`config.mk`:
```
export PLATFORM = sky130hd
export DESIGN_NAME = tcf_timer
export DESIGN_NICKNAME = d
export VERILOG_FILES = /design/src/common/tcf_pkg.sv /design/src/rtl/tcf_timer.sv
export SDC_FILE = /design/constraint.sdc
export NUM_CORES = 1
export LEC_CHECK = 0
export BUFFER_PORTS_ARGS = -buffer_cell sky130_fd_sc_hd__buf_2
export CAP_MARGIN = 25
export CORE_MARGIN = 2
export CORE_UTILIZATION = 35
export DETAILED_ROUTE_END_ITERATION = 10
export SYNTH_ARGS = -nofsm -noshare
export SYNTH_HDL_FRONTEND = slang
export SYNTH_SLANG_ARGS = --single-unit
```
`constraint.sdc`:
```
create_clock -name i_clock -period 3.5 [get_ports i_clock]
set_clock_uncertainty 0.2 [all_clocks]
set_input_delay 0.35 -clock i_clock [delete_from_list [all_inputs] [get_ports i_clock]]
set_output_delay 0.35 -clock i_clock [all_outputs]
set_load 0.02 [all_outputs]
```
`src/common/tcf_pkg.sv`:
```
// tcf_pkg: register map, reset values and field positions of the timer
// compare and flag block; assumes a 32-bit APB slave decoding paddr[7:0].
package tcf_pkg;
  localparam logic [7:0]  ADR_FORCE    = 8'h00;
  localparam logic [7:0]  ADR_PIN_MASK = 8'h04;
  localparam logic [7:0]  ADR_PIN_DATA = 8'h08;
  localparam logic [7:0]  ADR_COUNT    = 8'h0C;
  localparam logic [7:0]  ADR_COUNT_HI = 8'h10;
  localparam logic [7:0]  ADR_COUNT_LO = 8'h14;
  localparam logic [7:0]  ADR_CMP_BASE = 8'h18;
  localparam logic [7:0]  ADR_ACTION   = 8'h2C;
  localparam logic [7:0]  ADR_MASK1    = 8'h30;
  localparam logic [7:0]  ADR_FLAGS1   = 8'h34;
  localparam logic [7:0]  ADR_MASK2    = 8'h38;
  localparam logic [7:0]  ADR_FLAGS2   = 8'h3C;
  localparam logic [7:0]  ADR_STEP     = 8'h04;
  localparam logic [15:0] CMP_RESET    = 16'hFFFF;
  localparam logic [15:0] COUNT_TOP    = 16'hFFFF;
  localparam logic [15:0] COUNT_RESET  = 16'h0000;
  localparam logic [6:0]  PRESCALE_WINDOW = 7'h40;
  localparam int          FL1_SHARED   = 3;
  localparam int          FL2_OVERFLOW = 3;
  typedef enum logic [1:0] {
    ACT_OFF    = 2'b00,
    ACT_TOGGLE = 2'b01,
    ACT_LOW    = 2'b10,
    ACT_HIGH   = 2'b11
  } tcf_action_type;
endpackage

```
`src/rtl/tcf_timer.sv`:
```
// tcf_timer: free-running counter, five compare channels driving port A
// bits 7..3, forced compares, flag and mask registers, APB slave.
// assumes capture and event inputs are one-cycle pulses on i_clock.
//
// Local design decisions: the APB interface to the registers and the address map.
`timescale 1ns/10ps
// How it works
// - force bit does the channel's pin action like a match, no flag set
// - forced actions happen at the next counter transition after the write
// - low three bits of force, pin mask, pin data read zero
// - channel one pin mask bits 7..3 pick port A pins 7..3
// - channel one match copies data bits onto masked pins
// - counter read only; high byte read latches low byte for next read
// - mode/level pairs: off, toggle, low, high for channels 2..5
// - channel five works only while shared select is clear
// - interrupt raised when an enabled flag is set
// - shared mask bit follows shared select function
// - first mask bits align with first flag bits
// - flags clear only by writing one to them
// - compare flags 1..4 set on each counter match
// - shared flag set by capture four or compare five per select
// - capture flags 1..3 set on detected active edges
// - overflow enable gates overflow flag onto interrupt
// - overflow flag set when counter wraps from all ones to zero
// - prescale written once within 64 cycles of reset in normal mode
// - prescale code divides by 1, 4, 8 or 16
// - second mask bits 3..2 and second flag bits 3..0 read zero
// - second mask upper bits align with second flag upper bits
// - pin action taken on every match even with flag still set
// - compare write blocks that channel's match for one cycle
// - compares checked in the cycle after each count change; compare registers reset all ones
// - periodic flag in bit 6 of second flags
module tcf_timer (
  input  wire logic        i_clock,
  input  wire logic        i_rst,
  input  wire logic        i_clock_enable,
  input  wire logic        i_psel,
  input  wire logic        i_penable,
  input  wire logic        i_pwrite,
  input  wire logic [7:0]  i_paddr,
  input  wire logic [31:0] i_pwdata,
  input  wire logic [3:0]  i_capture_edge,
  input  wire logic        i_shared_select,
  input  wire logic        i_periodic_event,
  input  wire logic        i_event_counter_wrap,
  input  wire logic        i_event_input,
  input  wire logic        i_normal_mode,
  output logic             o_pready,
  output logic [31:0]      o_prdata,
  output logic             o_pslverr,
  output logic [4:0]       o_port_a,
  output logic [4:0]       o_pin_owned,
  output logic             o_irq
);
  import tcf_pkg::*;

  logic [4:0]  force_pend;
  logic [4:0]  pin_mask;
  logic [4:0]  pin_data;
  logic [15:0] count;
  logic [7:0]  low_buf;
  logic        buf_valid;
  logic [15:0] cmp [0:4];
  logic [4:0]  inhibit;
  logic [7:0]  act_ctl;
  logic [7:0]  mask1;
  logic [7:0]  flags1;
  logic [3:0]  mask2_en;
  logic [1:0]  prescale;
  logic        pr_locked;
  logic [6:0]  age;
  logic [3:0]  flags2;
  logic [3:0]  div;
  logic        fresh;

  function automatic logic act_out(input tcf_action_type a, input logic cur);
    case (a)
      ACT_TOGGLE: act_out = ~cur;
      ACT_LOW:    act_out = 1'b0;
      ACT_HIGH:   act_out = 1'b1;
      default:    act_out = cur;
    endcase
  endfunction

  // apb decode
  wire setup   = i_psel & ~i_penable;
  wire done    = i_psel & i_penable & o_pready;
  wire wr      = done & i_pwrite;
  wire rd_hi   = setup & ~i_pwrite & (i_paddr == ADR_COUNT_HI);
  wire we_force = wr & (i_paddr == ADR_FORCE);
  wire we_pmask = wr & (i_paddr == ADR_PIN_MASK);
  wire we_pdata = wr & (i_paddr == ADR_PIN_DATA);
  wire we_act   = wr & (i_paddr == ADR_ACTION);
  wire we_mask1 = wr & (i_paddr == ADR_MASK1);
  wire we_flg1  = wr & (i_paddr == ADR_FLAGS1);
  wire we_mask2 = wr & (i_paddr == ADR_MASK2);
  wire we_flg2  = wr & (i_paddr == ADR_FLAGS2);
  wire [4:0] we_cmp;

  // prescaled tick
  wire [3:0] div_mask = (prescale == 2'b00) ? 4'h0 :
                        (prescale == 2'b01) ? 4'h3 :
                        (prescale == 2'b10) ? 4'h7 : 4'hF;
  wire tick = ((div & div_mask) == div_mask);
  wire wrap = tick & (count == COUNT_TOP);
  // a write late in the window still counts; once taken the field locks
  wire pr_open = ~i_normal_mode | (~pr_locked & (age < PRESCALE_WINDOW));

  wire [4:0] ch_allowed = {~i_shared_select, 4'hF};
  wire [4:0] match;
  wire [4:0] force_fire = force_pend & {5{tick}} & ch_allowed;
  wire [4:0] ev = match | force_fire;

  // compare channels: index 0 is channel one
  genvar g;
  generate
    for (g = 0; g < 5; g++) begin : g_cmp
      assign we_cmp[g] = wr & (i_paddr == ADR_CMP_BASE + ADR_STEP * 8'(g));
      // only the cycle after a count change may match, once per value
      assign match[g] = fresh & (cmp[g] == count) & ~inhibit[g] & ch_allowed[g];
    end
  endgenerate

  // pin actions of channels two to five on port A bits 6..3
  wire [4:0] pin_oc;
  wire [4:0] own_oc;
  assign pin_oc[4] = o_port_a[4];
  assign own_oc[4] = 1'b0;
  generate
    for (g = 0; g < 4; g++) begin : g_pin
      wire tcf_action_type mode = tcf_action_type'(act_ctl[7-2*g -: 2]);
      assign pin_oc[3-g] = ev[g+1] ? act_out(mode, o_port_a[3-g]) : o_port_a[3-g];
      assign own_oc[3-g] = (mode != ACT_OFF) & ch_allowed[g+1];
    end
  endgenerate
  // channel one wins where both touch a pin in one cycle
  wire [4:0] next_port = ev[0] ? ((pin_oc & ~pin_mask) | (pin_data & pin_mask)) : pin_oc;

  wire [7:0] set1 = {match[0], match[1], match[2], match[3],
                     i_shared_select ? i_capture_edge[3] : match[4],
                     i_capture_edge[0], i_capture_edge[1], i_capture_edge[2]};
  wire [3:0] set2 = {wrap, i_periodic_event, i_event_counter_wrap, i_event_input};
  wire [7:0] clr1 = we_flg1 ? i_pwdata[7:0] : 8'h00;
  wire [3:0] clr2 = we_flg2 ? i_pwdata[7:4] : 4'h0;
  wire [7:0] next_flags1 = (flags1 & ~clr1) | set1;
  wire [3:0] next_flags2 = (flags2 & ~clr2) | set2;
  wire next_irq = (|(next_flags1 & mask1)) | (|(next_flags2 & mask2_en));
  // force bits arrive with channel one in bit 7, but index 0 is channel one,
  // so the field is reversed before it is held as pending
  wire [4:0] force_req  = {i_pwdata[3], i_pwdata[4], i_pwdata[5], i_pwdata[6], i_pwdata[7]};
  wire [4:0] next_force = (force_pend & ~{5{tick}}) | (we_force ? force_req : 5'h00);

  // read mux
  logic [31:0] rdata;
  logic        rhit;
  always_comb begin
    rdata = 32'h0000_0000;
    rhit  = 1'b1;
    if (i_paddr == ADR_FORCE) begin
      rdata = 32'h0000_0000;
    end else if (i_paddr == ADR_PIN_MASK) begin
      rdata = {24'h00_0000, pin_mask, 3'h0};
    end else if (i_paddr == ADR_PIN_DATA) begin
      rdata = {24'h00_0000, pin_data, 3'h0};
    end else if (i_paddr == ADR_COUNT) begin
      rdata = {16'h0000, count};
    end else if (i_paddr == ADR_COUNT_HI) begin
      rdata = {24'h00_0000, count[15:8]};
    end else if (i_paddr == ADR_COUNT_LO) begin
      rdata = {24'h00_0000, buf_valid ? low_buf : count[7:0]};
    end else if (i_paddr == ADR_CMP_BASE) begin
      rdata = {16'h0000, cmp[0]};
    end else if (i_paddr == ADR_CMP_BASE + ADR_STEP) begin
      rdata = {16'h0000, cmp[1]};
    end else if (i_paddr == ADR_CMP_BASE + 2 * ADR_STEP) begin
      rdata = {16'h0000, cmp[2]};
    end else if (i_paddr == ADR_CMP_BASE + 3 * ADR_STEP) begin
      rdata = {16'h0000, cmp[3]};
    end else if (i_paddr == ADR_CMP_BASE + 4 * ADR_STEP) begin
      rdata = {16'h0000, cmp[4]};
    end else if (i_paddr == ADR_ACTION) begin
      rdata = {24'h00_0000, act_ctl};
    end else if (i_paddr == ADR_MASK1) begin
      rdata = {24'h00_0000, mask1};
    end else if (i_paddr == ADR_FLAGS1) begin
      rdata = {24'h00_0000, flags1};
    end else if (i_paddr == ADR_MASK2) begin
      rdata = {24'h00_0000, mask2_en, 2'b00, prescale};
    end else if (i_paddr == ADR_FLAGS2) begin
      rdata = {24'h00_0000, flags2, 4'h0};
    end else begin
      rhit = 1'b0;
    end
  end

  always_ff @(posedge i_clock) begin
    if (i_rst) begin
      o_pready  <= 1'b0;
      o_prdata  <= 32'h0000_0000;
      o_pslverr <= 1'b0;
    end else if (i_clock_enable) begin
      o_pready  <= setup;
      o_prdata  <= (setup & ~i_pwrite) ? rdata : 32'h0000_0000;
      o_pslverr <= setup & ~rhit;
    end
  end

  // counter, prescaler and coherent byte read
  always_ff @(posedge i_clock) begin
    if (i_rst) begin
      count     <= COUNT_RESET;
      div       <= 4'h0;
      fresh     <= 1'b0;
      age       <= 7'h00;
      prescale  <= 2'b00;
      pr_locked <= 1'b0;
      low_buf   <= 8'h00;
      buf_valid <= 1'b0;
    end else if (i_clock_enable) begin
      div   <= tick ? 4'h0 : div + 4'h1;
      fresh <= tick;
      if (tick) begin
        count <= count + 16'h0001;
      end
      // saturating, so the window never reopens without a reset
      if (age < PRESCALE_WINDOW) begin
        age <= age + 7'h01;
      end
      if (we_mask2 & pr_open) begin
        prescale  <= i_pwdata[1:0];
        pr_locked <= i_normal_mode;
      end
      if (rd_hi) begin
        low_buf   <= count[7:0];
        buf_valid <= 1'b1;
      end else if (done & (i_paddr != ADR_COUNT_HI)) begin
        buf_valid <= 1'b0;
      end
    end
  end

  // control registers
  always_ff @(posedge i_clock) begin
    if (i_rst) begin
      force_pend <= 5'h00;
      pin_mask   <= 5'h00;
      pin_data   <= 5'h00;
      act_ctl    <= 8'h00;
      mask1      <= 8'h00;
      mask2_en   <= 4'h0;
      inhibit    <= 5'h00;
    end else if (i_clock_enable) begin
      force_pend <= next_force;
      inhibit    <= we_cmp;
      if (we_pmask) pin_mask <= i_pwdata[7:3];
      if (we_pdata) pin_data <= i_pwdata[7:3];
      if (we_act)   act_ctl  <= i_pwdata[7:0];
      if (we_mask1) mask1    <= i_pwdata[7:0];
      if (we_mask2) mask2_en <= i_pwdata[7:4];
    end
  end

  generate
    for (g = 0; g < 5; g++) begin : g_cmp_reg
      always_ff @(posedge i_clock) begin
        if (i_rst) begin
          cmp[g] <= CMP_RESET;
        end else if (i_clock_enable & we_cmp[g]) begin
          cmp[g] <= i_pwdata[15:0];
        end
      end
    end
  endgenerate

  // flags, pins and interrupt
  always_ff @(posedge i_clock) begin
    if (i_rst) begin
      flags1      <= 8'h00;
      flags2      <= 4'h0;
      o_port_a    <= 5'h00;
      o_pin_owned <= 5'h00;
      o_irq       <= 1'b0;
    end else if (i_clock_enable) begin
      flags1      <= next_flags1;
      flags2      <= next_flags2;
      o_port_a    <= next_port;
      o_pin_owned <= own_oc | pin_mask;
      o_irq       <= next_irq;
    end
  end
endmodule // tcf_timer
```
==> flow_metrics.py <==
metrics = {
    "finish": {
        "fillCellCount": 3075,
        "stdcell_area_sq_um": 12580,
        "multiInputGateArea_sq_um": 5589,
        "seq_area_sq_um": 4825,
        "drive_gt1_share_pct": 19.78,
        "nNetsFinal": 1316,
        "n_antenna_cell": 0,
        "area_delta_synth_final_pct": 15.13,
        "fin_cells": 1670,
    },
    "detailed_routing": {
        "drc": 0,
        "dr_wl_met2_mm": 16.34,
        "viasPerCell": 5.750,
        "vias": 9603,
        "first_pass_iters": 5,
        "routed.top_layer": "met4",
        "met3WireLength_mm": 3.564,
        "antenna_left": 0,
        "wl_met1_mm": 16.17,
        "routed_wl_mm": 37.37,
        "drt-initial-drc-count": 1209,
        "wl_per_cell_um": 22.37,
    },
    "clocking": {
        "htreeDepth": 1,
        "cts_max_path_buffers": 3,
        "clk_latency_ns": 0.53,
        "cts_root_buf": "clkbuf_16",
        "cts_hold_buf": 16,
        "cts-resized-gates": 0,
        "cts_tree": "built",
        "post-cts-setup-buffer-count": 0,
        "clkTransAtPathRegs_ns": 0.06,
        "numCtsBuffers": 24,
        "clkSinkCount": 201,
    },
    "floorplanning": {
        "initial_core_util_pct": 35.63,
        "ios": 100,
        "die_area_sq_um": 32650,
        "die-height_um": 180.7,
        "rows": 64,
        "die_w_um": 180.7,
        "core-area_sq_um": 30670,
    },
    "setup_path": {
        "end_kind": "flop",
        "crit_required_ns": 3.73,
        "crit_path_start_kind": "flop",
        "arrival_ns": 3.06,
        "crit_type": "flop to flop",
        "cp_max_fo": 11,
    },
    "global_routing": {
        "grt_pass1_vias": 9056,
        "grt_antenna_before_repair": 0,
        "grt_start_max_net_pins": 78,
        "grt_overflow": 0,
        "grt_pass1_wl_mm": 56.35,
        "track_usage_pct": 22.26,
    },
    "place": {
        "routabilityCongestion": 0.9805,
        "place_area_sq_um": 11620,
        "placed_cells": 1612,
        "numPortBuffers": 67,
        "hpwl_mm": 26.63,
    },
    "yosys": {
        "async_flop_share_pct": 0,
        "synth_warnings": 0,
        "yosysSeqAreaShare_pct": 44.15,
        "avgSynthCellArea_sq_um": 9.205,
        "syn_inst": 1187,
        "syn_area_sq_um": 10930,
        "synth_edf_count": 80,
        "ys.flop_type": "dfxtp_1",
        "synth_seq_cells": 201,
        "synth_cell_types": 76,
    },
    "timing": {
        "setup_viol": 0,
        "hold_slack_ns": 0.02334,
        "hold_viol_final": 0,
        "drv_slew": 0,
        "period_needed_ns": 2.825,
        "max_freq_mhz": 354.0,
        "tightest_slew_ns": 0.8720,
        "setup_tns_ns": 0,
        "relSlewSlack_pct": 41.87,
        "post-route-period-util_pct": 80.70,
        "rsz0062_at_grt": "no",
    },
    "power": {
        "max-vdd-ir-drop_mv": 0.3135,
        "leakage_nw": 4.254,
        "pwr_density_cell_nw_per_um2": 425.9,
    },
    "hold_path": {
        "hold_path_class": "primary input to flop",
    },
    "outcome": {
        "status": "finished, final reports clean",
    },
    "flow_run": {
        "drv_cap": 0,
    },
}
[layer usage]
layer / GRT usage (%) / vias to the layer above
li1: - / 4422
met1: 31.74 / 4588
met2: 34.17 / 520
met3: 3.548 / 73
met4: 7.742 / 0
met5: 0 / -
[cell usage after synthesis, drive strengths merged (4+ instances only)]
cell	instances	area share, %
and2	5	0.29
nand2	130	4.6
nand4	26	1.5
a22oi	22	1.5
or4b	4	0.40
o21ai	39	1.8
nor2b	12	0.69
inv	13	0.45
nand2b	5	0.29
mux2i	31	2.8
nor3	28	1.3
a211oi	7	0.48
clkbuf	45	1.6
a311oi	4	0.32
nor2	98	3.9
o21a	7	0.48
o221ai	4	0.32
or3	4	0.23
edfxtp	80	22
a222oi	10	0.92
or2	80	4.6
a2111oi	4	0.32
buf	51	3.2
a41oi	8	0.64
nor4b	10	1.0
a22o	15	1.2
a31oi	11	0.63
dfxtp	121	22
and3	13	0.74
o211ai	8	0.55
a21oi	63	2.9
nor4	17	1.1
xnor2	70	5.6
nand3b	6	0.41
a32oi	4	0.32
xor2	27	2.2
nand3	55	2.5
a221oi	9	0.72
[flip-flops by register name (all words and copies together) (netlist names), named ones only]
| register | cells |
|---|---|
| low_buf | 8 |
| force_pend | 5 |
| o_pslverr | 1 |
| fresh | 1 |
| cmp | 80 |
| act_ctl | 8 |
| div | 4 |
| pin_data | 5 |
| flags1 | 8 |
| o_pin_owned | 5 |
| o_irq | 1 |
| o_port_a | 4 |
| pin_mask | 5 |
| flags2 | 4 |
| count | 16 |
| buf_valid | 1 |
| age | 7 |
| inhibit | 5 |
| mask1 | 8 |
| pr_locked | 1 |
| mask2_en | 4 |
| prescale | 2 |
| o_prdata | 16 |
| o_pready | 1 |
[worst max-delay path, stage by stage (launching register included)]
cell      delay [ns]
dfxtp_1         0.77
xnor2_1         0.19
nand4b_1        0.21
nor3_1          0.71
a221o_1         0.28
nand4_1         0.11
a311oi_1        0.25
[cells by family (layout without fill, tap and decap cells)]
kind of cell             after synthesis  in the layout  share of synthesized area [%]
AND/OR/NAND/NOR                      501            501                          24.15
XOR/XNOR                              97             97                          7.775
flip-flops                           201            201                          44.15
buffers and inverters                109            181                          5.210
adder cells (fa/ha/maj)                3              3                         0.3436
AO/OA/AOI/OAI                        241            241                          15.18
multiplexers                          34             34                          3.149
other                                  1             16                        0.03432
[layout make-up]
| type | instances | share of cell area (%) |
|---|---|---|
| Clock inverter | 11 | 0.8952 |
| Multi-Input combinational cell | 892 | 44.43 |
| Timing Repair Buffer | 126 | 6.525 |
| Tap cell | 396 | 3.939 |
| Clock buffer | 31 | 5.470 |
| Sequential cell | 201 | 38.35 |
| Inverter | 13 | 0.3879 |
[metrics by stage]
step | worst slack (ns) | total power [mW] | util, %
floorplan | 0.2813 | 2.716 | -
global placement | 0.5410 | 2.829 | 37.88
detailed placement | 0.5167 | 2.833 | 37.88
CTS | 0.8025 | 5.389 | 41.02
global route | 0.6101 | 5.507 | 41.02
finish | 0.6755 | 5.357 | 41.02
[path summary, 6_finish.rpt]
path / startpoint / end / slack, ns / cells after the start
worst min register to register: inhibit[2]$_SDFFE_PP0P_ / inhibit[2]$_SDFFE_PP0P_ / 0.24 / 2
worst max-delay path: count[1]$_SDFFE_PP0P_ / o_port_a[3]$_SDFFE_PP0P_ / 0.68 / 6
worst min-delay path: i_pwdata[2] / act_ctl[2]$_SDFFE_PP0P_ / 0.02 / 3
worst max register to register: count[1]$_SDFFE_PP0P_ / o_port_a[3]$_SDFFE_PP0P_ / 0.68 / 6
[power by group]
group,leakage [nW],switching [mW],internal (mW)
logic,2.32,0.224,0.0998
registers,1.54,0.0311,2.45
clock network,0.396,1.03,1.53
[placed cells by master (no fill, tap or decap), types with 6 or more instances in the layout]
master and n:
buf_4 44, o21ai_0 34, edfxtp_1 80, or2_2 80, dfxtp_1 121, and3_1 13
nor4_1 15, a222oi_1 10, nor4b_1 8, nand2_1 126, mux2i_1 31, dlygate4sd3_1 16
a41oi_1 8, buf_2 66, a221oi_1 9, a21oi_1 63, nand3b_1 6, a31oi_1 11
o211ai_1 8, nor3_1 28, o21a_1 7, nor2b_1 12, a211oi_1 7, xnor2_1 70
clkbuf_16 25, a22o_1 15, nand3_1 55, a22oi_1 22, conb_1 16, inv_1 13
xor2_1 27, nor2_1 92, nand4_1 26
(Power assumes the default switching activity.)
